File: config.mk
export PLATFORM = sky130hd
export DESIGN_NAME = sbrd_decoder
export DESIGN_NICKNAME = d
export VERILOG_FILES = /design/src/pkg/sbrd_pkg.sv /design/src/rtl/sbrd_decoder.sv /design/src/rtl/sbrd_req_hold.sv
export VERILOG_INCLUDE_DIRS = /design/src /design/src/pkg
export SDC_FILE = /design/constraint.sdc
export NUM_CORES = 1
export LEC_CHECK = 0
export BUFFER_PORTS_ARGS = -buffer_cell sky130_fd_sc_hd__buf_2
export CAP_MARGIN = 20
export CORE_ASPECT_RATIO = 1.2
export CORE_UTILIZATION = 40
export CTS_BUF_LIST = sky130_fd_sc_hd__clkbuf_8 sky130_fd_sc_hd__clkbuf_16
export CTS_CLUSTER_SIZE = 28
export DETAILED_ROUTE_END_ITERATION = 10
export RECOVER_POWER = 100
export SYNTH_ARGS = -nofsm -noshare
export SYNTH_HDL_FRONTEND = slang
export SYNTH_SLANG_ARGS = --single-unit
File: constraint.sdc
create_clock -name sys_clk -period 3.2 [get_ports sys_clk]
set_input_delay 0.64 -clock sys_clk [delete_from_list [all_inputs] [get_ports sys_clk]]
set_output_delay 0.64 -clock sys_clk [all_outputs]
set_load 0.005 [all_outputs]
File: src/pkg/sbrd_regs.svh
// Constants and register map of the sideband request decoder
`ifndef SBRD_REGS_SVH
`define SBRD_REGS_SVH
`define SBRD_CTRL_OFS 8'h00
`define SBRD_STAT_OFS 8'h04
`define SBRD_REQA_OFS 8'h08
`define SBRD_REQB_OFS 8'h0C
`define SBRD_CTRL_RST 32'h0000_0000
`define SBRD_CTRL_EXT_BIT 5
`define SBRD_CTRL_SBEN_BIT 9
`define SBRD_CTRL_RATE_LSB 0
`define SBRD_IDLE_BYTE 8'hFF
`endif

File: src/pkg/sbrd_pkg.sv
// Types of the sideband request decoder
package sbrd_pkg;
   typedef enum logic [1:0] {
      SBRD_RATE_1X = 2'h0,
      SBRD_RATE_2X = 2'h1,
      SBRD_RATE_4X = 2'h2
   } sbrd_rate_t;
   typedef struct packed {
      logic [47:0] addr;
      logic [3:0] cmd;
      logic [2:0] len;
   } sbrd_req_t;
   typedef struct packed {
      logic [3:0] cmd;
      logic [8:0] mid;
      logic [11:0] up;
      logic [11:0] ext;
   } sbrd_sticky_t;
   typedef enum logic [1:0] {
      SBRD_HI = 2'b01,
      SBRD_LO = 2'b10
   } sbrd_phase_t;
endpackage : sbrd_pkg

File: src/rtl/sbrd_decoder.sv
// Sideband request port decoder with AXI4-Lite control registers
//
// The implementer's own choices: the address map and the AXI4-Lite slave port.
`timescale 1ns/1ps
`default_nettype none
`include "sbrd_regs.svh"
module sbrd_decoder
   import sbrd_pkg::*;
(
   // Clock and reset
   input wire logic sys_clk,
   input wire logic rst_n,
   // Sideband link
   input wire logic [7:0] sidebandRequestPort,
   input wire logic interfaceClk,
   input wire logic sidebandSourceStrobe,
   // Request output
   output logic reqValid,
   output sbrd_req_t reqOut,
   // AXI4-Lite slave
   input wire logic [7:0] s_axi_awaddr,
   input wire logic s_axi_awvalid,
   output logic s_axi_awready,
   input wire logic [31:0] s_axi_wdata,
   input wire logic [3:0] s_axi_wstrb,
   input wire logic s_axi_wvalid,
   output logic s_axi_wready,
   output logic [1:0] s_axi_bresp,
   output logic s_axi_bvalid,
   input wire logic s_axi_bready,
   input wire logic [7:0] s_axi_araddr,
   input wire logic s_axi_arvalid,
   output logic s_axi_arready,
   output logic [31:0] s_axi_rdata,
   output logic [1:0] s_axi_rresp,
   output logic s_axi_rvalid,
   input wire logic s_axi_rready
);
   // ----------------------------------------
   // Synchronisers
   // ----------------------------------------
   logic [7:0] portS1_q, portS2_q;
   logic [1:0] clkS_q, stbS_q;
   logic clkP_q, stbP_q;
   always_ff @(posedge sys_clk or negedge rst_n) begin
      if (!rst_n) begin
         portS1_q <= 8'hFF;
         portS2_q <= 8'hFF;
         clkS_q <= 2'h0;
         stbS_q <= 2'h3;
         clkP_q <= 1'b0;
         stbP_q <= 1'b1;
      end else begin
         portS1_q <= sidebandRequestPort;
         portS2_q <= portS1_q;
         clkS_q <= {clkS_q[0], interfaceClk};
         stbS_q <= {stbS_q[0], sidebandSourceStrobe};
         clkP_q <= clkS_q[1];
         stbP_q <= stbS_q[1];
      end
   end
   logic clkRise, stbFall, stbRise;
   assign clkRise = clkS_q[1] & ~clkP_q;
   assign stbFall = ~stbS_q[1] & stbP_q;
   assign stbRise = stbS_q[1] & ~stbP_q;

   // ----------------------------------------
   // Control register
   // ----------------------------------------
   logic [31:0] ctrl_q, ctrl_d;
   logic extEn, sbEn;
   sbrd_rate_t rate;
   assign extEn = ctrl_q[`SBRD_CTRL_EXT_BIT];
   assign sbEn = ctrl_q[`SBRD_CTRL_SBEN_BIT];
   assign rate = sbrd_rate_t'(ctrl_q[`SBRD_CTRL_RATE_LSB +: 2]);

   // ----------------------------------------
   // Tick capture
   // ----------------------------------------
   // 1x and 4x take a byte per interface clock rise; 2x per strobe edge
   logic tick, tickIsHi;
   always_comb begin
      tick = 1'b0;
      tickIsHi = 1'b0;
      unique case (rate)
         SBRD_RATE_2X: begin
            tick = stbFall | stbRise;
            tickIsHi = stbFall;
         end
         default: begin
            tick = clkRise;
         end
      endcase
   end

   function automatic logic isReserved(input logic [7:0] b);
      isReserved = (b[7:4] == 4'hF) && (b[3:0] != 4'hF);
   endfunction : isReserved

   // ----------------------------------------
   // Decoder state
   // ----------------------------------------
   sbrd_phase_t phase_q, phase_d;
   logic [7:0] hiByte_q, hiByte_d;
   sbrd_sticky_t sticky_q, sticky_d;
   logic fire_q, fire_d;
   sbrd_req_t build;
   logic [15:0] op;
   logic opDone;
   assign op = {hiByte_q, portS2_q};
   always_comb begin
      phase_d = phase_q;
      hiByte_d = hiByte_q;
      sticky_d = sticky_q;
      fire_d = 1'b0;
      opDone = 1'b0;
      build = '0;
      if (!sbEn) begin
         phase_d = SBRD_HI;
      end else if (tick) begin
         unique case (phase_q)
            SBRD_HI: begin
               // An all-ones high byte can only open an idle, so skipping it at every rate
               // realigns a stream that slipped by one byte
               if (portS2_q == `SBRD_IDLE_BYTE) begin
                  phase_d = SBRD_HI;
               end else if (rate == SBRD_RATE_2X && !tickIsHi) begin
                  phase_d = SBRD_HI;
               end else begin
                  hiByte_d = portS2_q;
                  phase_d = SBRD_LO;
               end
            end
            SBRD_LO: begin
               phase_d = SBRD_HI;
               opDone = 1'b1;
            end
            default: begin
               phase_d = SBRD_HI;
            end
         endcase
      end
      if (opDone) begin
         if (!op[15]) begin
            // Rebuild the full request from this op's address and length bits and the sticky fields
            build.len = op[2:0];
            build.addr[14:3] = op[14:3];
            build.addr[2:0] = 3'h0;
            build.addr[23:15] = sticky_q.mid;
            build.addr[31:24] = sticky_q.up[7:0];
            build.addr[35:32] = extEn ? sticky_q.up[11:8] : 4'h0;
            build.addr[47:36] = extEn ? sticky_q.ext : 12'h000;
            build.cmd = sticky_q.cmd;
            fire_d = 1'b1;
         end else if (op[15:14] == 2'b10) begin
            sticky_d.cmd = op[13:10];
            sticky_d.mid = {op[7:0], op[8]};
         end else if (op[15:13] == 3'b110) begin
            sticky_d.up = op[11:0];
         end else if (op[15:12] == 4'hE) begin
            if (extEn) begin
               sticky_d.ext = {op[7:0], op[11:8]};
            end
         end else if (isReserved(op[15:8])) begin
            sticky_d = sticky_q;
         end else begin
            sticky_d = sticky_q;
         end
      end
   end
   always_ff @(posedge sys_clk or negedge rst_n) begin
      if (!rst_n) begin
         phase_q <= SBRD_HI;
         hiByte_q <= 8'hFF;
         sticky_q <= '0;
         fire_q <= 1'b0;
      end else begin
         phase_q <= phase_d;
         hiByte_q <= hiByte_d;
         sticky_q <= sticky_d;
         fire_q <= fire_d;
      end
   end

   sbrd_req_hold uHold (
      .sys_clk(sys_clk),
      .rst_n(rst_n),
      .wrEn(fire_d),
      .wrData(build),
      .rdData(reqOut)
   );
   assign reqValid = fire_q;

   logic [31:0] reqCount_q, reqCount_d;
   always_comb begin
      reqCount_d = reqCount_q + {31'h0, fire_q};
   end
   always_ff @(posedge sys_clk or negedge rst_n) begin
      if (!rst_n) begin
         reqCount_q <= 32'h0000_0000;
      end else begin
         reqCount_q <= reqCount_d;
      end
   end

   // ----------------------------------------
   // AXI4-Lite slave
   // ----------------------------------------
   logic awHeld_q, awHeld_d, wHeld_q, wHeld_d, bv_q, bv_d, rv_q, rv_d;
   logic [7:0] awA_q, awA_d;
   logic [31:0] wD_q, wD_d, rD_q, rD_d;
   logic [3:0] wS_q, wS_d;
   logic [1:0] bR_q, bR_d, rR_q, rR_d;
   logic doWr;
   assign s_axi_awready = !awHeld_q && !bv_q;
   assign s_axi_wready = !wHeld_q && !bv_q;
   assign s_axi_arready = !rv_q;
   assign s_axi_bvalid = bv_q;
   assign s_axi_bresp = bR_q;
   assign s_axi_rvalid = rv_q;
   assign s_axi_rdata = rD_q;
   assign s_axi_rresp = rR_q;
   always_comb begin
      awHeld_d = awHeld_q;
      wHeld_d = wHeld_q;
      awA_d = awA_q;
      wD_d = wD_q;
      wS_d = wS_q;
      bv_d = bv_q;
      bR_d = bR_q;
      rv_d = rv_q;
      rD_d = rD_q;
      rR_d = rR_q;
      ctrl_d = ctrl_q;
      doWr = 1'b0;
      if (s_axi_awvalid && s_axi_awready) begin
         awHeld_d = 1'b1;
         awA_d = s_axi_awaddr;
      end
      if (s_axi_wvalid && s_axi_wready) begin
         wHeld_d = 1'b1;
         wD_d = s_axi_wdata;
         wS_d = s_axi_wstrb;
      end
      if (awHeld_q && wHeld_q) begin
         doWr = 1'b1;
         awHeld_d = 1'b0;
         wHeld_d = 1'b0;
         bv_d = 1'b1;
         bR_d = 2'b10;
         if (awA_q == `SBRD_CTRL_OFS) begin
            bR_d = 2'b00;
            for (int i = 0; i < 4; i++) begin
               if (wS_q[i]) begin
                  ctrl_d[i*8 +: 8] = wD_q[i*8 +: 8];
               end
            end
         end else if (awA_q == `SBRD_STAT_OFS || awA_q == `SBRD_REQA_OFS || awA_q == `SBRD_REQB_OFS) begin
            bR_d = 2'b00;
         end
      end
      if (bv_q && s_axi_bready) begin
         bv_d = 1'b0;
      end
      if (s_axi_arvalid && s_axi_arready) begin
         rv_d = 1'b1;
         rR_d = 2'b00;
         unique case (s_axi_araddr)
            `SBRD_CTRL_OFS: rD_d = ctrl_q;
            `SBRD_STAT_OFS: rD_d = reqCount_q;
            `SBRD_REQA_OFS: rD_d = reqOut.addr[31:0];
            `SBRD_REQB_OFS: rD_d = {9'h000, reqOut.len, reqOut.cmd, reqOut.addr[47:32]};
            default: begin
               rD_d = 32'h0000_0000;
               rR_d = 2'b10;
            end
         endcase
      end else if (rv_q && s_axi_rready) begin
         rv_d = 1'b0;
      end
   end
   always_ff @(posedge sys_clk or negedge rst_n) begin
      if (!rst_n) begin
         awHeld_q <= 1'b0;
         wHeld_q <= 1'b0;
         awA_q <= 8'h00;
         wD_q <= 32'h0000_0000;
         wS_q <= 4'h0;
         bv_q <= 1'b0;
         bR_q <= 2'b00;
         rv_q <= 1'b0;
         rD_q <= 32'h0000_0000;
         rR_q <= 2'b00;
         ctrl_q <= `SBRD_CTRL_RST;
      end else begin
         awHeld_q <= awHeld_d;
         wHeld_q <= wHeld_d;
         awA_q <= awA_d;
         wD_q <= wD_d;
         wS_q <= wS_d;
         bv_q <= bv_d;
         bR_q <= bR_d;
         rv_q <= rv_d;
         rD_q <= rD_d;
         rR_q <= rR_d;
         ctrl_q <= ctrl_d;
      end
   end
endmodule : sbrd_decoder
`default_nettype wire

File: src/rtl/sbrd_req_hold.sv
// Output holding register for the last rebuilt request
`timescale 1ns/1ps
`default_nettype none
module sbrd_req_hold
   import sbrd_pkg::*;
(
   // Clock and reset
   input wire logic sys_clk,
   input wire logic rst_n,
   // Write side
   input wire logic wrEn,
   input wire sbrd_req_t wrData,
   // Read side
   output sbrd_req_t rdData
);
   sbrd_req_t hold_q;
   sbrd_req_t hold_d;
   always_comb begin
      hold_d = hold_q;
      if (wrEn) begin
         hold_d = wrData;
      end
   end
   always_ff @(posedge sys_clk or negedge rst_n) begin
      if (!rst_n) begin
         hold_q <= '0;
      end else begin
         hold_q <= hold_d;
      end
   end
   assign rdData = hold_q;
endmodule : sbrd_req_hold
`default_nettype wire

; ---- Word level (Yosys, flattened, before mapping)
; Index checks and enable logic that the tools add are counted.
[word_totals]
ff_bits = 273
input_bits = 69
out_inout_bits = 97
elab_cells = 116
[classes]
addsub = 1
n_eq_ne = 14
n_mux = 28
bitwise_logic = 11
n_reduce_logical = 31
[ops]
columns = operator, count
row1 = 32-bit one-hot mux with 4 select lines, 1
row2 = 55-bit 2-to-1 mux, 2
row3 = 32-bit by 1-bit adder with 32-bit output, 1
row4 = "8-bit by 4-bit == test with 1-bit output, second input constant", 4
row5 = "8-bit by 3-bit == test with 1-bit output, second input constant", 2
row6 = 8-bit zero test, 2
row7 = 2-bit 2-to-1 mux, 8
row8 = 1-bit 2-to-1 mux, 15
row9 = 3-bit AND reduction, 5
row10 = 12-bit 2-to-1 mux, 1
row11 = 1-bit logical AND, 9
row12 = "8-bit == test, second input constant", 1
row13 = 2-bit nonzero test, 4
row14 = 1-bit NOT, 7
row15 = 6-bit AND reduction, 1
row16 = 1-bit zero test, 5
row17 = 5-bit AND reduction, 1
row18 = "2-bit by 1-bit == test with 1-bit output, second input constant", 2
row19 = "2-bit == test, second input constant", 2
row20 = "4-bit == test, second input constant", 1
row21 = 4-bit 2-to-1 mux, 1
row22 = 4-bit AND reduction, 1
row23 = 4-bit OR reduction, 1
row24 = 1-bit AND, 3
row25 = 4 further kinds, 5

; ---- Longest topological paths before layout
; Gate-level depths: netlist of the first run.
[depth]
depth_word = 10
depth_mapped = 7

; ---- Modules after synthesis
; From an unflattened synthesis of the first run, not the netlist that was laid out.
[unflattened]
cells_unflattened = 754
hier_area_um2 = 11502.3
[by_module_without_submodules]
columns = mod, instances, cells_each, area_each_um2, seq_area_each_um2
row1 = sbrd_decoder, 1, 638, 9207.6, 5440.2
row2 = sbrd_req_hold, 1, 116, 2294.7, 1376.3

; ---- Worst setup path after synthesis of the first run
; No wires, ideal clock.
[synth_path]
path_kind = reg-to-reg
from = reg stbS_q[1]
to = reg uHold.hold_q, in the netlist uHold.rdData[11]
t_arrival_ps = 2177
required_ps = 3075
slack_ps = 898
stages_incl_launch_ff = 8
path_buffers = 2
path_cell_list = dfstp_2 -> inv_1 -> ha_1 -> mux2_4 -> or4_1 -> buf_4 -> buf_6 -> mux2_4
[synth_via]
elab_chain_cells = 7
elab_cells_between_ends = 9
[synth_rtl]
columns = item, line
row1 = from (decl), sbrd_decoder.sv:43  ; logic [1:0] clkS_q, stbS_q;
row2 = from (signal assigned), sbrd_decoder.sv:57  ; stbS_q <= {stbS_q[0], sidebandSourceStrobe};
row3 = 1-bit NOT, sbrd_decoder.sv:64  ; assign stbFall = ~stbS_q[1] & stbP_q;
row4 = 1-bit AND, sbrd_decoder.sv:64
row5 = 1-bit OR (*), sbrd_decoder.sv:87  ; tick = stbFall | stbRise;
row6 = 1-bit 2-to-1 mux (*), sbrd_decoder.sv:85  ; unique case (rate)
row7 = 1-bit 2-to-1 mux (*), sbrd_decoder.sv:120  ; end else if (tick) begin
row8 = 1-bit 2-to-1 mux (*), sbrd_decoder.sv:118  ; if (!sbEn) begin
row9 = 55-bit 2-to-1 mux / 1-bit 2-to-1 mux (equally long branches), sbrd_decoder.sv:143  ; if (opDone) begin
row10 = to (signal assigned), sbrd_req_hold.sv:28  ; hold_q <= hold_d;
row11 = to (decl), sbrd_req_hold.sv:16  ; sbrd_req_t hold_q;
; Every way passes the cells marked *; elsewhere a longest branch is shown, timed or not.
; A chain may end at the register's enable or synchronous reset.

; ---- Final worst setup path of the first run
[layout_path]
from = reg stbS_q[1]
to = reg uHold.hold_q, in the netlist uHold.rdData[42]
; The elaborated chain is that of the path after synthesis.

==> flow_summary.yaml, run 1 <==
run_status:
  outcome: "complete, but fails checks"
  violations: "capacitance limit, slew limit"
yosys:
  synth_top_area_share: 0.542
  syn_inst: 744
  seq_area_frac_synth: 0.608
  ys_seq_elements: 268
  async_reset_ff_frac: 1.00
  yosys_most_used_dff: "dfrtp_1"
  synth_area_leader_cell: "dfrtp_1"
  synth_common_cells: "dfrtp_1 (240), mux2_2 (120), nand2_1 (39)"
  synth.cell_area_um2: 11100
  yosys_warnings: 0
  synth_area_leaders: "dfrtp_1 (54%), mux2_2 (12%), dfstp_2 (6.6%)"
  yosysMostFrequentCell: "dfrtp_1"
  synth_edf_count: 0
  ys_types: 48
  synth.avg_cell_area_um2: 14.9
die:
  start_util: 0.408
  die_w_um: 154
  rows: 66
  fp.dieArea_um2: 28400
  coreArea_um2: 27200
  pin_count: 166
  die_height_um: 184
sta:
  hold_violations: 0
  skew_ns: 0.0103
  fin_crit_sh: 0.842
  maxSlewViolCount: 119
  timing.slew.headroom: -0.497
  finalCriticalPeriod_ns: 2.69
  setup_viol_count_final: 0
  setup_ws_ns: 0.507
  rsz0062_at_grt: "no"
  worst_pin_slew_ns: 2.25
  tns_ns: 0
  clock.fmax_mhz: 371
final_layout:
  regArea_um2: 6740
  diodes: 0
  layout-drive-gt1-share: 0.364
  nets: 986
  multi_input_area_um2: 3910
  area_growth_pct: 17.5
  fill_cells: 2475
power:
  power.density_nw_per_um2: 639
  ir_drop_uv: 355
  p_sw_frac: 0.233
  p_clk_frac: 0.411
  combPwrFrac: 0.098
  p_switching_w: 0.00194
  p_int_w: 0.00638
  leakagePower_nw: 6.40
  pwr-share-seq: 0.492
grt:
  antenna_found_initial: 0
  grt_pass1_wl_um: 40700
  grt_pass1_vias: 6844
  grt_max_degree: 86
  gr-total-overflow: 0
  grt_usage: 0.190
place:
  dp_hpwl_um: 18000
  gp_congestion: 0.753
  numPortBuffers: 160
  post-place-ws_ns: 0.574
clocking:
  cts_root_buffer: "clkbuf_16"
  cts.repair.resized: 0
  cts_sinks: 268
  cts_tree: "done"
  clock_path_buffers: 3
  clkSlewWorstSetupHoldPaths_ns: 0.06
  cts_setup_buffers: 0
  postCtsHoldBufs: 0
  cts-htree-levels: 1
  cts_buffers: 28
  clock_latency_ns: 0.54
drt:
  post_drt_wl_per_cell_um: 20.4
  vias: 6602
  ant_nets: 0
  drtIter0Drc: 283
  dr.pass1.iters: 4
  route.detailed.vias_per_inst: 5.19
  drc_errors: 0
  wirelength_um: 25900
critical_path:
  crit_type: "reg2reg"
  max_stage_delay_ns: 0.86
  cp-end-kind: "flip-flop"
  start_kind: "flip-flop"
  crit_arrival_ns: 3.10
  cp.required_ns: 3.61
  crit_path_top_delay_cell: "or4_4"
  crit_buf_inv: 2
  crit_chain: "inv_1, ha_1, mux2_1, or4_4, clkbuf_1, mux2i_1"
  cp_max_fo: 48
  crit_family: "simple AND/OR/NAND/NOR gates"
worst_hold_path:
  min_path_type: "in2reg"
run:
  max_cap_violations: 2
-- per-stage QoR --
stage	instances	hold slack (ns)	total power, W	area [µm²]	utilization
after detailed placement	1224	0.335	0.00502	12300	0.453
after CTS	1273	0.121	0.00848	13300	0.489
after global routing	1273	0.179	0.00869	13000	0.479
after global placement	1224	0.336	0.00500	12300	0.453
final	1273	0.203	0.00832	13000	0.479
after floorplan	748	0.331	0.00464	11100	-
-- registers in the layout, summed over array words and instances (netlist names) --
name          cells
uHold.rdData     52
portS1_q          8
s_axi_bresp       1
portS2_q          8
ctrl_q           32
hiByte_q          8
clkS_q            2
phase_q           2
s_axi_rvalid      1
s_axi_bvalid      1
stbS_q            2
stbP_q            1
awA_q             8
wS_q              4
awHeld_q          1
s_axi_rresp       1
sticky_q         37
wHeld_q           1
s_axi_rdata      32
wD_q             32
reqCount_q       32
clkP_q            1
reqValid          1
-- power by group through the flow --
stage	Combinational, W	Sequential (W)	Clock, W
finish	0.000812	0.00409	0.00342
floorplan	0.000599	0.00404	0
detailed placement	0.000851	0.00417	0
CTS	0.000855	0.00412	0.00351
global placement	0.000833	0.00417	0
global route	0.000900	0.00415	0.00364
-- cell families after synthesis --
logic type,Yosys count,share of synthesized area
simple gates,120,0.0633
xor+xnor,30,0.0237
mux,207,0.239
other cells,1,0.000338
flops,268,0.608
buf+inv,63,0.0265
fa+ha+maj,3,0.00339
compound gates,52,0.0356
-- cell usage in the layout (no fill, tap or decap), types with 2 or more instances in the layout --
cell type  synthesis  routed
dfrtp_1          240     240
mux2_2           120     119
buf_2              4     114
clkbuf_1          21      48
nand2_1           39      43
mux2_1             4      39
a22o_1            32      32
inv_1             25      31
mux2i_1           29      29
clkbuf_16          0      29
dfstp_2           28      27
mux4_2            20      20
xnor2_1           17      17
nand3_1           14      14
nand4_1           13      13
xor2_1            13      13
o21ai_0           13      13
nor2_1            10      10
nor3_1             7       7
clkbuf_8           0       7
and4_1             6       6
conb_1             1       5
clkbuf_2           0       5
or4_1              4       4
bufinv_16          0       4
buf_12             0       4
and3_1             3       3
nor4_1             3       3
ha_1               3       3
clkinv_2           0       3
and2_0             0       2
nor2b_1            2       2
and4b_1            2       2
a21oi_1            2       2
buf_4              6       2
-- routing by layer --
| metal | GRT usage | share of wire |
|---|---|---|
| met5 | 0 | 0 |
| met4 | 0.0480 | 0.019 |
| met3 | 0.0275 | 0.040 |
| met2 | 0.325 | 0.50 |
| met1 | 0.252 | 0.44 |
-- layout make-up --
cell class / instances / share of cell area
clock buffers: 36 / 0.0631
repair buffers: 174 / 0.0672
flip-flops and latches: 268 / 0.518
well taps: 340 / 0.0327
multi-input cells: 417 / 0.300
inverters: 25 / 0.00721
clock inverters: 13 / 0.0121
-- worst register-to-register path: cells and delay by family (launching register included) --
family | cells | cell delay [ns]
fa+ha+maj | 1 | 0.27
buf+inv | 2 | 0.37
flops | 1 | 0.53
mux | 2 | 0.54
simple gates | 1 | 0.86
-- worst paths after layout --
kind                                             start                to  slack (ns)  depth (start not counted)
worst max register to register               stbS_q[1]  uHold.rdData[42]        0.51                          6
worst min-delay path            sidebandRequestPort[1]       portS1_q[1]        0.20                          1
min in group asynchronous                        rst_n           wD_q[9]        0.75                          1
worst max-delay path                         stbS_q[1]  uHold.rdData[42]        0.51                          6
worst min register to register               clkS_q[0]         clkS_q[1]        0.35                          0
max in group asynchronous                        rst_n  uHold.rdData[52]        0.72                          2
(Power assumes the default switching activity.)
==> inputs of run 2 (changes only) <==
- clock period: 3.2 -> 2.4 ns (I/O delays scaled with it)
==> flow_summary.yaml, run 2 (same netlist as run 1, synthesis figures left out) <==
final_layout:
  final_common_cell: "dfrtp_1"
  fill_cells: 2459
  layout-drive-gt1-share: 0.381
  final_cell_mix: "dfrtp_1 (240), mux2_2 (120), buf_2 (117), clkbuf_1 (46), nand2_1 (41)"
  fin_cells: 1288
  largest_reg_flops: 52
  finalInstanceArea_um2: 13100
  area_growth_pct: 18.1
  nets: 999
  diodes: 0
die:
  coreArea_um2: 27200
  pin_count: 166
  fp.dieArea_um2: 28400
  die_height_um: 184
  rows: 66
  start_util: 0.408
  die_w_um: 154
clocking:
  cts_buffers: 28
  cts-htree-levels: 1
  cts_sinks: 268
  clkSlewWorstSetupHoldPaths_ns: 0.06
  clock_path_buffers: 3
  cts_tree: "done"
  cts_setup_buffers: 0
  cts_root_buffer: "clkbuf_16"
  cts.repair.resized: 0
  postCtsHoldBufs: 1
  clock_latency_ns: 0.54
power:
  totalPowerFinal_w: 0.0107
  combPwrFrac: 0.102
  ir_drop_uv: 520
  leakagePower_nw: 6.47
  pwr-share-seq: 0.512
  p_clk_frac: 0.386
  p_int_w: 0.00807
  p_switching_w: 0.00258
  p_sw_frac: 0.243
  power.density_nw_per_um2: 814
place:
  numPortBuffers: 160
  dp.cells: 1236
  place_area_um2: 12500
  dp_hpwl_um: 18200
  gp_congestion: 0.754
sta:
  fin_crit_sh: 0.967
  tns_ns: 0
  clock.fmax_mhz: 431
  whs_ns: 0.0299
  finalCriticalPeriod_ns: 2.32
  setup_viol_count_final: 0
  rsz0062_at_grt: "no"
  timing.slew.headroom: -0.112
  worst_pin_slew_ns: 1.67
  maxSlewViolCount: 66
  skew_ns: 0.0204
  hold_violations: 0
grt:
  antenna_found_initial: 0
  grt_usage: 0.190
  grt_max_degree: 69
  grt_pass1_wl_um: 41000
  gr-total-overflow: 0
  grt_pass1_vias: 6866
critical_path:
  r2r-start: "stbS_q[1]"
  crit_path_top_delay_cell: "dfstp_2"
  cp_max_fo: 31
  crit_type: "reg2reg"
  ff2ff_setup_slack_ns: 0.08
  start_kind: "flip-flop"
  r2r-end: "uHold.rdData[17]"
  cp.required_ns: 2.81
  cp-end-kind: "flip-flop"
  startpoint: "stbS_q[1]"
  crit_chain: "inv_1, ha_1, mux2_4, or4_4, buf_12, mux2_1"
  max_stage_delay_ns: 0.53
  reg2regPathDepth: 6
  crit_arrival_ns: 2.73
worst_hold_path:
  min_path_type: "in2reg"
  hold_end: "portS1_q[0]"
  hold_depth: 1
  hold_start: "sidebandRequestPort[0]"
run:
  max_cap_violations: 1
drt:
  ant_nets: 0
  drtIter0Drc: 251
  post_drt_wl_per_cell_um: 20.0
  vias: 6688
  wirelength_um: 25800
  route.detailed.vias_per_inst: 5.19
  dr.pass1.iters: 4
  drc_errors: 0
run_status:
  violations: "capacitance limit, slew limit"
  outcome: "complete, but fails checks"
==> run 2: cell count changes in the layout (fill, tap and decap cells not counted), sizes merged <==
cell         delta
clkinv          +5
bufinv          -4
buf            +12
clkbuf          -1
inv             +2
dlygate4sd3     +1
==> run 2: how the worst max path moves through the flow <==
stage | to | slack (ns) | cells past startpoint
final | uHold.rdData[17] | 0.08 | 6
after global routing | uHold.rdData[17] | 0.02 | 6
after CTS | uHold.rdData[17] | 0.08 | 6
after detailed placement | uHold.rdData[17] | 0.10 | 6
after global placement | uHold.rdData[22] | 0.12 | 6
after floorplan | uHold.rdData[11] | 0.1 | 7
==> run 2: through the flow <==
step           utilization  setup slack (ns)
6_report             0.482            0.0798
2_1_floorplan            -            0.0980
3_3_place_gp         0.459             0.124
3_5_place_dp         0.459             0.104
5_1_grt              0.482            0.0194
4_1_cts              0.492            0.0803
==> run 2: cell type report <==
| cell class | instances | area, µm² | area share |
|---|---|---|---|
| Clock buffer | 35 | 808 | 0.0618 |
| Clock inverter | 16 | 73.8 | 0.00564 |
| Inverter | 25 | 93.8 | 0.00717 |
| Multi-Input combinational cell | 417 | 3930 | 0.300 |
| Sequential cell | 268 | 6740 | 0.515 |
| Tap cell | 340 | 425 | 0.0325 |
| Timing Repair Buffer | 187 | 1020 | 0.0778 |
==> run 2: power groups by stage <==
stage	clock network [W]	registers (W)	logic [W]
final	0.00411	0.00546	0.00109
after global routing	0.00441	0.00553	0.00121
after CTS	0.00422	0.00549	0.00115
after detailed placement	0	0.00557	0.00115
after global placement	0	0.00556	0.00113
after floorplan	0	0.00539	0.000799
==> run 2: layer usage <==
| layer | up-vias | routed length [µm] | GRT usage |
|---|---|---|---|
| li1 | 3035 | - | - |
| met1 | 3489 | 11500 | 0.255 |
| met2 | 131 | 13000 | 0.326 |
| met3 | 33 | 874 | 0.0256 |
| met4 | 0 | 442 | 0.0460 |
| met5 | - | 0 | 0 |
==> run 2: worst max-delay path, delay by kind of cell, from the launching register on <==
| family | cells | cell delay, ns |
|---|---|---|
| adder cells (fa/ha/maj) | 1 | 0.28 |
| buffers and inverters | 2 | 0.25 |
| flip-flops | 1 | 0.53 |
| multiplexers | 2 | 0.61 |
| AND/OR/NAND/NOR | 1 | 0.51 |
